===== src/bus_line_map.vh =====
`ifndef BUS_LINE_MAP_VH
`define BUS_LINE_MAP_VH

// ----------------------------------------------------------------
// APB geometry
// ----------------------------------------------------------------
`define APB_AW            12
`define APB_DW            32
`define APB_SW            4
`define WORD_LSB          2

// ----------------------------------------------------------------
// Register byte offsets
// ----------------------------------------------------------------
`define OFS_BUS_CTRL_TWO  12'h000
`define OFS_LINE_STATUS   12'h004

// ----------------------------------------------------------------
// Bus control two: field positions
// ----------------------------------------------------------------
`define BC2_WIDTH         8
`define BIT_SDA_LEVEL     5
`define BIT_SDA_GUARD     4
`define BIT_SCL_MON       3
`define BIT_RSVD_HI       2
`define BIT_SOFT_RST      1
`define BIT_RSVD_LO       0

// ----------------------------------------------------------------
// Reset and constant read values
// ----------------------------------------------------------------
`define RST_SDA_LEVEL     1'h1
`define RST_SOFT_RST      1'h0
`define GUARD_READ_VAL    1'h1
`define RSVD_READ_VAL     1'h1
`define GUARD_OPEN        1'h0
`define LINE_SEEN_RST     1'h1

// ----------------------------------------------------------------
// Line status: field positions
// ----------------------------------------------------------------
`define BIT_SDA_PIN       0
`define BIT_SCL_PIN       1

// ----------------------------------------------------------------
// Strobe lane holding the low byte
// ----------------------------------------------------------------
`define LANE_LOW          0

`endif


===== src/sync_two_stage.v =====
`timescale 1ns/100ps

// ----------------------------------------------------------------
// Two flip-flop synchroniser, async clear to a fixed level
// ----------------------------------------------------------------
module sync_two_stage #(
    parameter [0:0] INIT = 1'h0
) (
    // Clock and reset
    input  wire clk,
    input  wire rst_n,
    // Data
    input  wire d,
    output wire q
);

    reg stage1_r;
    reg stage2_r;

    always @(posedge clk or negedge rst_n) begin
        if (!rst_n) begin
            stage1_r <= INIT;
            stage2_r <= INIT;
        end else begin
            stage1_r <= d;
            stage2_r <= stage1_r;
        end
    end

    assign q = stage2_r;

endmodule


===== src/line_override_ctrl.v =====
// How it works
// - Level 0 written with guard 0 makes the device pull SDA low.
// - Level 1 written with guard 0 releases SDA to the pull-up unless the engine pulls it low.
// - Reading the level bit returns the SDA level actually output.
// - Level bit changes only on a write whose guard bit is 0.
// - Guard bit stores nothing and always reads as 1.
// - Bit 3 is read-only and shows the SCL output level.
// - Bits 2 and 0 read as 1; writes to them do nothing.
// - Soft reset bit at 1 resets control logic, registers kept.
// - Soft reset recovers a hang without pin or register setup.
// - Level bit sits at bit 5 and resets to 1 (released).
//
// Design decisions made here: the APB slave port and the address map.
`timescale 1ns/100ps
`include "bus_line_map.vh"

module line_override_ctrl (
    // Clock and reset
    input  wire                  CLOCK,
    input  wire                  RST_N,
    // APB slave
    input  wire                  PSEL,
    input  wire                  PENABLE,
    input  wire                  PWRITE,
    input  wire [`APB_AW-1:0]    PADDR,
    input  wire [`APB_DW-1:0]    PWDATA,
    input  wire [`APB_SW-1:0]    PSTRB,
    output wire [`APB_DW-1:0]    PRDATA,
    output wire                  PREADY,
    output wire                  PSLVERR,
    // Transfer engine side
    input  wire                  ENG_SDA_LEVEL,
    input  wire                  ENG_SCL_LEVEL,
    output wire                  CTRL_PART_RST,
    // SDA open-drain pin
    input  wire                  SDA_I,
    output wire                  SDA_O,
    output wire                  SDA_OE,
    // SCL open-drain pin
    input  wire                  SCL_I,
    output wire                  SCL_O,
    output wire                  SCL_OE
);

    // ------------------------------------------------------------
    // Reset release
    // ------------------------------------------------------------
    // Assert at once; release waits two edges so that every
    // flop leaves reset on the same clock edge
    wire rst_n;

    sync_two_stage #(
        .INIT (1'h0)
    ) u_rst_sync (
        .clk   (CLOCK),
        .rst_n (RST_N),
        .d     (1'h1),
        .q     (rst_n)
    );

    // ------------------------------------------------------------
    // Pin input synchronisers
    // ------------------------------------------------------------
    // Lines idle high on their pull-ups, so the synchronisers
    // clear high and show no false low after reset
    localparam PIN_COUNT = 2;

    wire [PIN_COUNT-1:0] pin_raw;
    wire [PIN_COUNT-1:0] pin_seen;

    assign pin_raw[`BIT_SDA_PIN] = SDA_I;
    assign pin_raw[`BIT_SCL_PIN] = SCL_I;

    genvar gi;
    generate
        for (gi = 0; gi < PIN_COUNT; gi = gi + 1) begin : g_pin_sync
            sync_two_stage #(
                .INIT (`LINE_SEEN_RST)
            ) u_pin_sync (
                .clk   (CLOCK),
                .rst_n (rst_n),
                .d     (pin_raw[gi]),
                .q     (pin_seen[gi])
            );
        end
    endgenerate

    // ------------------------------------------------------------
    // Address decode
    // ------------------------------------------------------------
    // Word compare only; byte offset bits are ignored
    function addr_hit;
        input [`APB_AW-1:0] addr;
        input [`APB_AW-1:0] ofs;
        begin
            addr_hit = (addr[`APB_AW-1:`WORD_LSB] ==
                        ofs[`APB_AW-1:`WORD_LSB]);
        end
    endfunction

    wire hit_ctrl;
    wire hit_stat;
    wire hit_any;

    assign hit_ctrl = addr_hit(PADDR, `OFS_BUS_CTRL_TWO);
    assign hit_stat = addr_hit(PADDR, `OFS_LINE_STATUS);
    // Anything else answers with an error
    assign hit_any  = hit_ctrl | hit_stat;

    // ------------------------------------------------------------
    // APB handshake
    // ------------------------------------------------------------
    reg                  pready_r;
    reg                  pslverr_r;
    reg  [`APB_DW-1:0]   prdata_r;
    reg                  pready_nxt;
    reg                  pslverr_nxt;
    reg  [`APB_DW-1:0]   prdata_nxt;

    wire setup_phase;
    wire access_done;
    wire ctrl_write;

    // Answer prepared in setup, so access completes with no wait
    assign setup_phase = PSEL & ~PENABLE;
    assign access_done = PSEL & PENABLE & pready_r;
    // Line status is read-only, so only control writes land
    assign ctrl_write  = access_done & PWRITE & hit_ctrl &
                         PSTRB[`LANE_LOW];

    // ------------------------------------------------------------
    // Write decode
    // ------------------------------------------------------------
    wire guard_open;
    wire level_write;

    assign guard_open  = (PWDATA[`BIT_SDA_GUARD] == `GUARD_OPEN);
    assign level_write = ctrl_write & guard_open;

    // ------------------------------------------------------------
    // Control state
    // ------------------------------------------------------------
    reg  sda_level_r;
    reg  soft_rst_r;
    reg  sda_level_nxt;
    reg  soft_rst_nxt;

    always @* begin
        sda_level_nxt = sda_level_r;
        soft_rst_nxt  = soft_rst_r;
        if (level_write) begin
            sda_level_nxt = PWDATA[`BIT_SDA_LEVEL];
        end
        // Soft reset clears no register, it only holds the engine
        if (ctrl_write) begin
            soft_rst_nxt = PWDATA[`BIT_SOFT_RST];
        end
    end

    always @(posedge CLOCK or negedge rst_n) begin
        if (!rst_n) begin
            sda_level_r <= `RST_SDA_LEVEL;
            soft_rst_r  <= `RST_SOFT_RST;
        end else begin
            sda_level_r <= sda_level_nxt;
            soft_rst_r  <= soft_rst_nxt;
        end
    end

    // ------------------------------------------------------------
    // Line drive
    // ------------------------------------------------------------
    // Engine held in reset has its drives ignored, so a hung
    // transfer lets go of both lines at once
    reg  sda_oe_r;
    reg  scl_oe_r;
    reg  pad_o_r;
    reg  ctrl_rst_r;
    wire eng_sda;
    wire eng_scl;
    wire sda_low;
    wire scl_low;

    // An engine held in soft reset counts as letting go
    function eng_release;
        input level;
        input mask;
        begin
            eng_release = level | mask;
        end
    endfunction

    assign eng_sda = eng_release(ENG_SDA_LEVEL, soft_rst_r);
    assign eng_scl = eng_release(ENG_SCL_LEVEL, soft_rst_r);
    assign sda_low = ~(sda_level_r & eng_sda);
    assign scl_low = ~eng_scl;

    always @(posedge CLOCK or negedge rst_n) begin
        if (!rst_n) begin
            sda_oe_r   <= 1'h0;
            scl_oe_r   <= 1'h0;
            pad_o_r    <= 1'h0;
            ctrl_rst_r <= 1'h0;
        end else begin
            sda_oe_r   <= sda_low;
            scl_oe_r   <= scl_low;
            pad_o_r    <= 1'h0;
            ctrl_rst_r <= soft_rst_r;
        end
    end

    // ------------------------------------------------------------
    // Read data
    // ------------------------------------------------------------
    reg [`BC2_WIDTH-1:0] ctrl_view;
    reg [`BC2_WIDTH-1:0] stat_view;

    // Level and SCL bits show the driven output levels, not stored values
    always @* begin
        ctrl_view = {`BC2_WIDTH{1'h0}};
        ctrl_view[`BIT_SDA_LEVEL] = ~sda_oe_r;
        ctrl_view[`BIT_SDA_GUARD] = `GUARD_READ_VAL;
        ctrl_view[`BIT_SCL_MON]   = ~scl_oe_r;
        ctrl_view[`BIT_RSVD_HI]   = `RSVD_READ_VAL;
        ctrl_view[`BIT_SOFT_RST]  = soft_rst_r;
        ctrl_view[`BIT_RSVD_LO]   = `RSVD_READ_VAL;
        stat_view = {`BC2_WIDTH{1'h0}};
        stat_view[`BIT_SDA_PIN]   = pin_seen[`BIT_SDA_PIN];
        stat_view[`BIT_SCL_PIN]   = pin_seen[`BIT_SCL_PIN];
    end

    // ------------------------------------------------------------
    // Bus answer
    // ------------------------------------------------------------
    // Upper bits belong to logic outside this block and read 0
    function [`APB_DW-1:0] reg_word;
        input [`BC2_WIDTH-1:0] view;
        begin
            reg_word = {{(`APB_DW-`BC2_WIDTH){1'h0}}, view};
        end
    endfunction

    always @* begin
        pready_nxt  = 1'h0;
        pslverr_nxt = 1'h0;
        prdata_nxt  = {`APB_DW{1'h0}};
        if (setup_phase) begin
            pready_nxt  = 1'h1;
            pslverr_nxt = ~hit_any;
            if (!PWRITE) begin
                if (hit_ctrl) begin
                    prdata_nxt = reg_word(ctrl_view);
                end else if (hit_stat) begin
                    prdata_nxt = reg_word(stat_view);
                end
            end
        end else if (PSEL & PENABLE & ~pready_r) begin
            // Access without a seen setup: answer next cycle
            pready_nxt  = 1'h1;
            pslverr_nxt = ~hit_any;
        end
    end

    always @(posedge CLOCK or negedge rst_n) begin
        if (!rst_n) begin
            pready_r  <= 1'h0;
            pslverr_r <= 1'h0;
            prdata_r  <= {`APB_DW{1'h0}};
        end else begin
            pready_r  <= pready_nxt;
            pslverr_r <= pslverr_nxt;
            prdata_r  <= prdata_nxt;
        end
    end

    // ------------------------------------------------------------
    // Outputs
    // ------------------------------------------------------------
    assign PRDATA        = prdata_r;
    assign PREADY        = pready_r;
    assign PSLVERR       = pslverr_r;
    assign CTRL_PART_RST = ctrl_rst_r;
    // O pins stay low; the enables alone move the lines
    assign SDA_O         = pad_o_r;
    assign SDA_OE        = sda_oe_r;
    assign SCL_O         = pad_o_r;
    assign SCL_OE        = scl_oe_r;

endmodule


===== config.mk =====
export PLATFORM = sky130hd
export DESIGN_NAME = line_override_ctrl
export DESIGN_NICKNAME = d
export VERILOG_FILES = /design/src/sync_two_stage.v /design/src/line_override_ctrl.v
export VERILOG_INCLUDE_DIRS = /design/src /design/src/src
export SDC_FILE = /design/constraint.sdc
export NUM_CORES = 1
export LEC_CHECK = 0
export ABC_CLOCK_PERIOD_IN_PS = 800
export BUFFER_PORTS_ARGS = -buffer_cell sky130_fd_sc_hd__buf_2
export CAP_MARGIN = 10
export CORE_MARGIN = 10
export CORE_UTILIZATION = 33
export DETAILED_ROUTE_END_ITERATION = 7
export PLACE_DENSITY_LB_ADDON = 0.3
export SYNTH_ARGS = -nofsm -noshare
export SYNTH_HDL_FRONTEND = slang
export SYNTH_SLANG_ARGS = --single-unit
export TNS_END_PERCENT = 100

===== constraint.sdc =====
create_clock -name CLOCK -period 0.8 [get_ports CLOCK]
set_input_delay 0.16 -clock CLOCK [delete_from_list [all_inputs] [get_ports CLOCK]]
set_output_delay 0.16 -clock CLOCK [all_outputs]
set_load 0.02 [all_outputs]

## Yosys cells after proc, flatten, opt, wreduce, memory -nomap -nowiden

Cells that the tools add are included.

| cells by class | value |
|---|---|
| mux-type cells | 8 |
| bitwise logic cells | 20 |
| equality and inequality tests | 1 |
| reduce and logical (&&, ||, !) cells | 1 |

Operators with widths:

| operator | number |
|---|---|
| 6-bit two-way mux | 3 |
| 10-bit by 1-bit equality test with 1-bit output, second input constant | 1 |
| 10-bit logical NOT | 1 |
| 1-bit AND | 9 |
| 1-bit NOT | 8 |
| 1-bit two-way mux | 4 |
| 1-bit OR | 3 |
| 2-bit two-way mux | 1 |

| word-level totals | value |
|---|---|
| input port bits | 57 |
| bits in registers | 45 |
| logic and storage cells | 44 |
| output and inout bits | 39 |

## Longest topological paths before layout

| depth | value |
|---|---|
| depth in word-level cells | 6 |
| depth in mapped cells | 4 |
| mapped depth without buffers | 4 |

## By module

A second synthesis with hierarchy kept.

| unflattened totals | value |
|---|---|
| cell total of the unflattened synthesis | 74 |
| area total of the unflattened synthesis | 860.8 um^2 |

Modules (own cells, without submodules):

| module | cells each | area each (um^2) | times used | sequential area each (um^2) |
|---|---|---|---|---|
| line_override_ctrl | 68 | 705.7 | 1 | 301.5 |
| sync_two_stage at g_pin_sync[0].u_pin_sync ... | 2 | 52.6 | 2 | 52.6 |
| sync_two_stage at u_rst_sync | 2 | 50.0 | 1 | 50.0 |

## Least setup slack after synthesis

OpenSTA, ideal clock, no wires.

| timing path | value |
|---|---|
| path type | input -> register |
| start point | input PADDR[10] |
| end point | register sda_level_r |
| cell stages on the path | 4 |
| data arrival time | 1.136 ns |
| data required time | 0.715 ns |
| setup slack | -0.421 ns |
| library setup time | 0.085 ns |
| path buffers | 0 |
| cells stage by stage | nor4_2 -> nand4b_1 -> nor3_2 -> mux2_1 |

| on the way | value |
|---|---|
| longest elaborated chain between the ends | 4 |

Ends and longest elaborated chain:

| element | RTL line | source |
|---|---|---|
| from (decl) | line_override_ctrl.v:25 | `` input wire [`APB_AW-1:0] PADDR, `` |
| 10-bit logical NOT | line_override_ctrl.v:96 | `` addr_hit = (addr[`APB_AW-1:`WORD_LSB] == `` |
| 1-bit AND (2 in a row) | line_override_ctrl.v:128 | `assign ctrl_write = access_done & PWRITE & hit_ctrl &` |
| 1-bit AND | line_override_ctrl.v:138 | `assign level_write = ctrl_write & guard_open;` |
| to (signal assigned) | line_override_ctrl.v:162 | `` sda_level_r <= `RST_SDA_LEVEL; `` |
| to (signal assigned) | line_override_ctrl.v:165 | `sda_level_r <= sda_level_nxt;` |
| to (decl) | line_override_ctrl.v:143 | `reg sda_level_r;` |

Every way passes these cells.
A chain may end at the register's enable or synchronous reset.

## Final worst setup path

| timing path | value |
|---|---|
| start point | register pready_r, in the netlist PREADY |
| end point | register sda_level_r |

| on the way | value |
|---|---|
| longest elaborated chain between the ends | 5 |

Ends and longest elaborated chain:

| element | RTL line | source |
|---|---|---|
| from (decl) | line_override_ctrl.v:113 | `reg pready_r;` |
| from (signal assigned) | line_override_ctrl.v:270 | `pready_r <= pready_nxt;` |
| 1-bit AND | line_override_ctrl.v:126 | `assign access_done = PSEL & PENABLE & pready_r;` |
| 1-bit AND (3 in a row) | line_override_ctrl.v:128 |  |
| 1-bit AND | line_override_ctrl.v:138 |  |

Every way passes these cells.

==> reports/results.ini <==
[critical_path]
path_cells=nand4_1 > nor3_2 > mux2_4
endpoint_kind=flip-flop
reg2reg_depth=3
critPathLaunchType=flip-flop
crit_family=flip-flops
timing.reg2reg.setup_slack_ns=-0.30
r2r-end=sda_level_r
max_stage_delay_ns=0.38
critical_path_class=reg -> reg
cp_data_arrival_time_ns=1.32
critical_path_depth=3
worstPathMaxFanout=2
required_ns=1.01
r2r-start=PREADY
worst-path-buf-inv=0
critPathSlowestCell=dfrtp_2

[clock_network]
tritoncts=yes
cts_inserted_buffers=3
path_clk_slew_ns=0.10
clockBufferDepth=2
clock_tree.root_cell=clkbuf_4
cts.sinks=18
clk_latency_ns=0.28
htreeDepth=1

[power_and_ir_drop]
ir_worst_vdd_mv=0.8133
power_density_mw_per_mm2=1472
p_leak_nw=0.6212

[die]
core_area_mm2=0.002500
start_util_pct=34.68
die_x_um=71.26
dieArea_mm2=0.005078
die_h_um=71.26
num_io_pins=96
rows=18

[global_route]
grt_pass1_wl_um=3270
antenna_found_initial=0
grt.total_usage_pct=7.849
grt_pass1_vias=710
grt-ovfl-total=0
grt_max_degree=17

[logic_synthesis]
yosysTopAreaCell=dfrtp_1
yosysTopAreaCellShare_pct=37.52
synth_fa_ha_area_share_pct=0
synthCells=72
synthMuxAreaShare_pct=3.752
synth_cell_type_count=20
synth_xor_area_share_pct=0
synth_top_family_by_area=buffers and inverters
syn_area_um2=867.1
synth_compound_area_share_pct=2.453
ys_seq_area_share_pct=52.67
ys_warn_count=0
syn_avg_cell_area_um2=12.04
synth-simple-area-share_pct=14.72
synth-seq-cells=18
synth.area.top_cells=dfrtp_1 38%, buf_4 25%, dfstp_2 15%

[status]
status=finished, violations left
violations=negative setup slack

[finish]
drive_gt1_share_pct=53.66
syn_to_final_growth_pct=43.00
fillCellCount=237
antenna_cells=0
finalNetCount=181
final_cells=153

[timing]
maxSlewViolCount=0
setup_viol=19
finalHoldViolCount=0
rsz0062_at_grt=true
max_freq_mhz=906.4
fin_skew_ns=0.004018
final.period_utilization_pct=137.9
final.min_clock_period_ns=1.103
fin_ws_ns=-0.3033

[drt]
routedWlPerCell_um=13.78
postRouteAntennaNets=0
drc=0
via_count=592
first_pass_iters=2
via_per_inst=3.869
dr.first_iter.drc_count=29
wl_um=2108

[placed_design]
place_hpwl_um=1789
dp_cells=140
post-place-ws_ns=-0.6207
io_buffers=33
gp_congestion=0.6751

[hold_path]
min_path_type=in -> reg
hold-path-cell-count=2
min_from=ENG_SDA_LEVEL
hold_path_end=SDA_OE

[run]
drv_cap=0

## layer usage
layer	track usage [%]	up-vias	part of all wire [%]
met5	0	-	0
li1	-	281	-
met3	3.857	2	12
met1	6.981	273	33
met2	14.02	36	54
met4	4.516	0	1.3
## power by group
part	leakage [nW]	total (mW)	switching [mW]	internal, mW
Combinational	0.383	0.338	0.214	0.125
Sequential	0.217	0.954	0.0108	0.943
Clock	0.0210	0.533	0.256	0.277
Total	0.621	1.82	0.481	1.34
## cell families (layout without fill, tap and decap cells)
kind of cell    after synthesis  in the layout
simple gates                 16             16
mux                           3              3
flops                        18             18
other cells                   2             29
compound gates                3              3
buf+inv                      30             54
## Yosys cell counts
library cell	instances
and2_1	1
nand4_1	1
mux2_1	2
nand4b_1	2
dfstp_2	5
buf_4	29
conb_1	2
mux2i_1	1
nor2_1	3
inv_1	1
a21boi_0	1
or3_4	1
nor2_2	1
nor3_2	3
dfrtp_1	13
nor2b_1	1
o21ai_0	1
nor4_2	2
a21oi_2	1
nand3b_1	1
## worst max-delay path by stage
stage / from / endpoint
6_report: PREADY / sda_level_r
4_1_cts: PREADY / soft_rst_r
5_1_grt: PREADY / soft_rst_r
3_3_place_gp: PADDR[9] / sda_level_r
2_1_floorplan: PADDR[9] / sda_level_r
3_5_place_dp: PADDR[9] / sda_level_r
## cells in the final DEF (no fill, tap or decap), types with 2 or more instances in the layout
master / n
conb_1: 29
buf_2: 19
buf_6: 15
dfrtp_1: 12
buf_4: 11
dfstp_2: 5
dlygate4sd3_1: 4
nor3_2: 3
clkbuf_4: 3
nor4_4: 2
nand4b_1: 2
nor2_2: 2
nor2_1: 2
## sequential cells by signal, summed over array words and instances, names as in the netlist
signal and count:
sda_level_r 1, PSLVERR 1, SCL_OE 1, u_rst_sync.stage1_r 1
PRDATA 5, u_rst_sync.q 1, soft_rst_r 1, SDA_OE 1
CTRL_PART_RST 1, PREADY 1, g_pin_sync.u_pin_sync.q 2, g_pin_sync.u_pin_sync.stage1_r 2
## timing repair
action / 4_1_cts / 5_1_grt
setup endpoints to repair: 20 / 20
cloned: 0 / 0
hold buffers: 3 / 1
setup buffers: 4 / 1
hold endpoints to repair: 4 / 1
pin swaps: 3 / 2
resized for setup: 29 / 2
## area by class of cell
cell class	count	area, um^2	share of cell area (%)
flip-flops and latches	18	457.9	36.93
multi-input cells	51	317.8	25.63
inverters	1	3.754	0.3027
clock buffers	4	36.28	2.926
repair buffers	49	386.6	31.18
well taps	30	37.54	3.027
## through the flow
stage                     util [%]  cell area, um^2  TNS [ns]  hold WS [ns]  power [mW]
after CTS                    48.65             1216    -3.744       0.01294       1.831
after floorplan                  -            987.2    -2.404       -0.1356       1.233
after global placement       40.99             1025    -3.880      -0.05502       1.240
after detailed placement     40.99             1025    -4.219      -0.05255       1.249
final                        49.60             1240    -3.565       0.04798       1.825
after global routing         49.60             1240    -4.503       0.03472       1.929
Note: power is estimated with default switching activity, not from simulation.
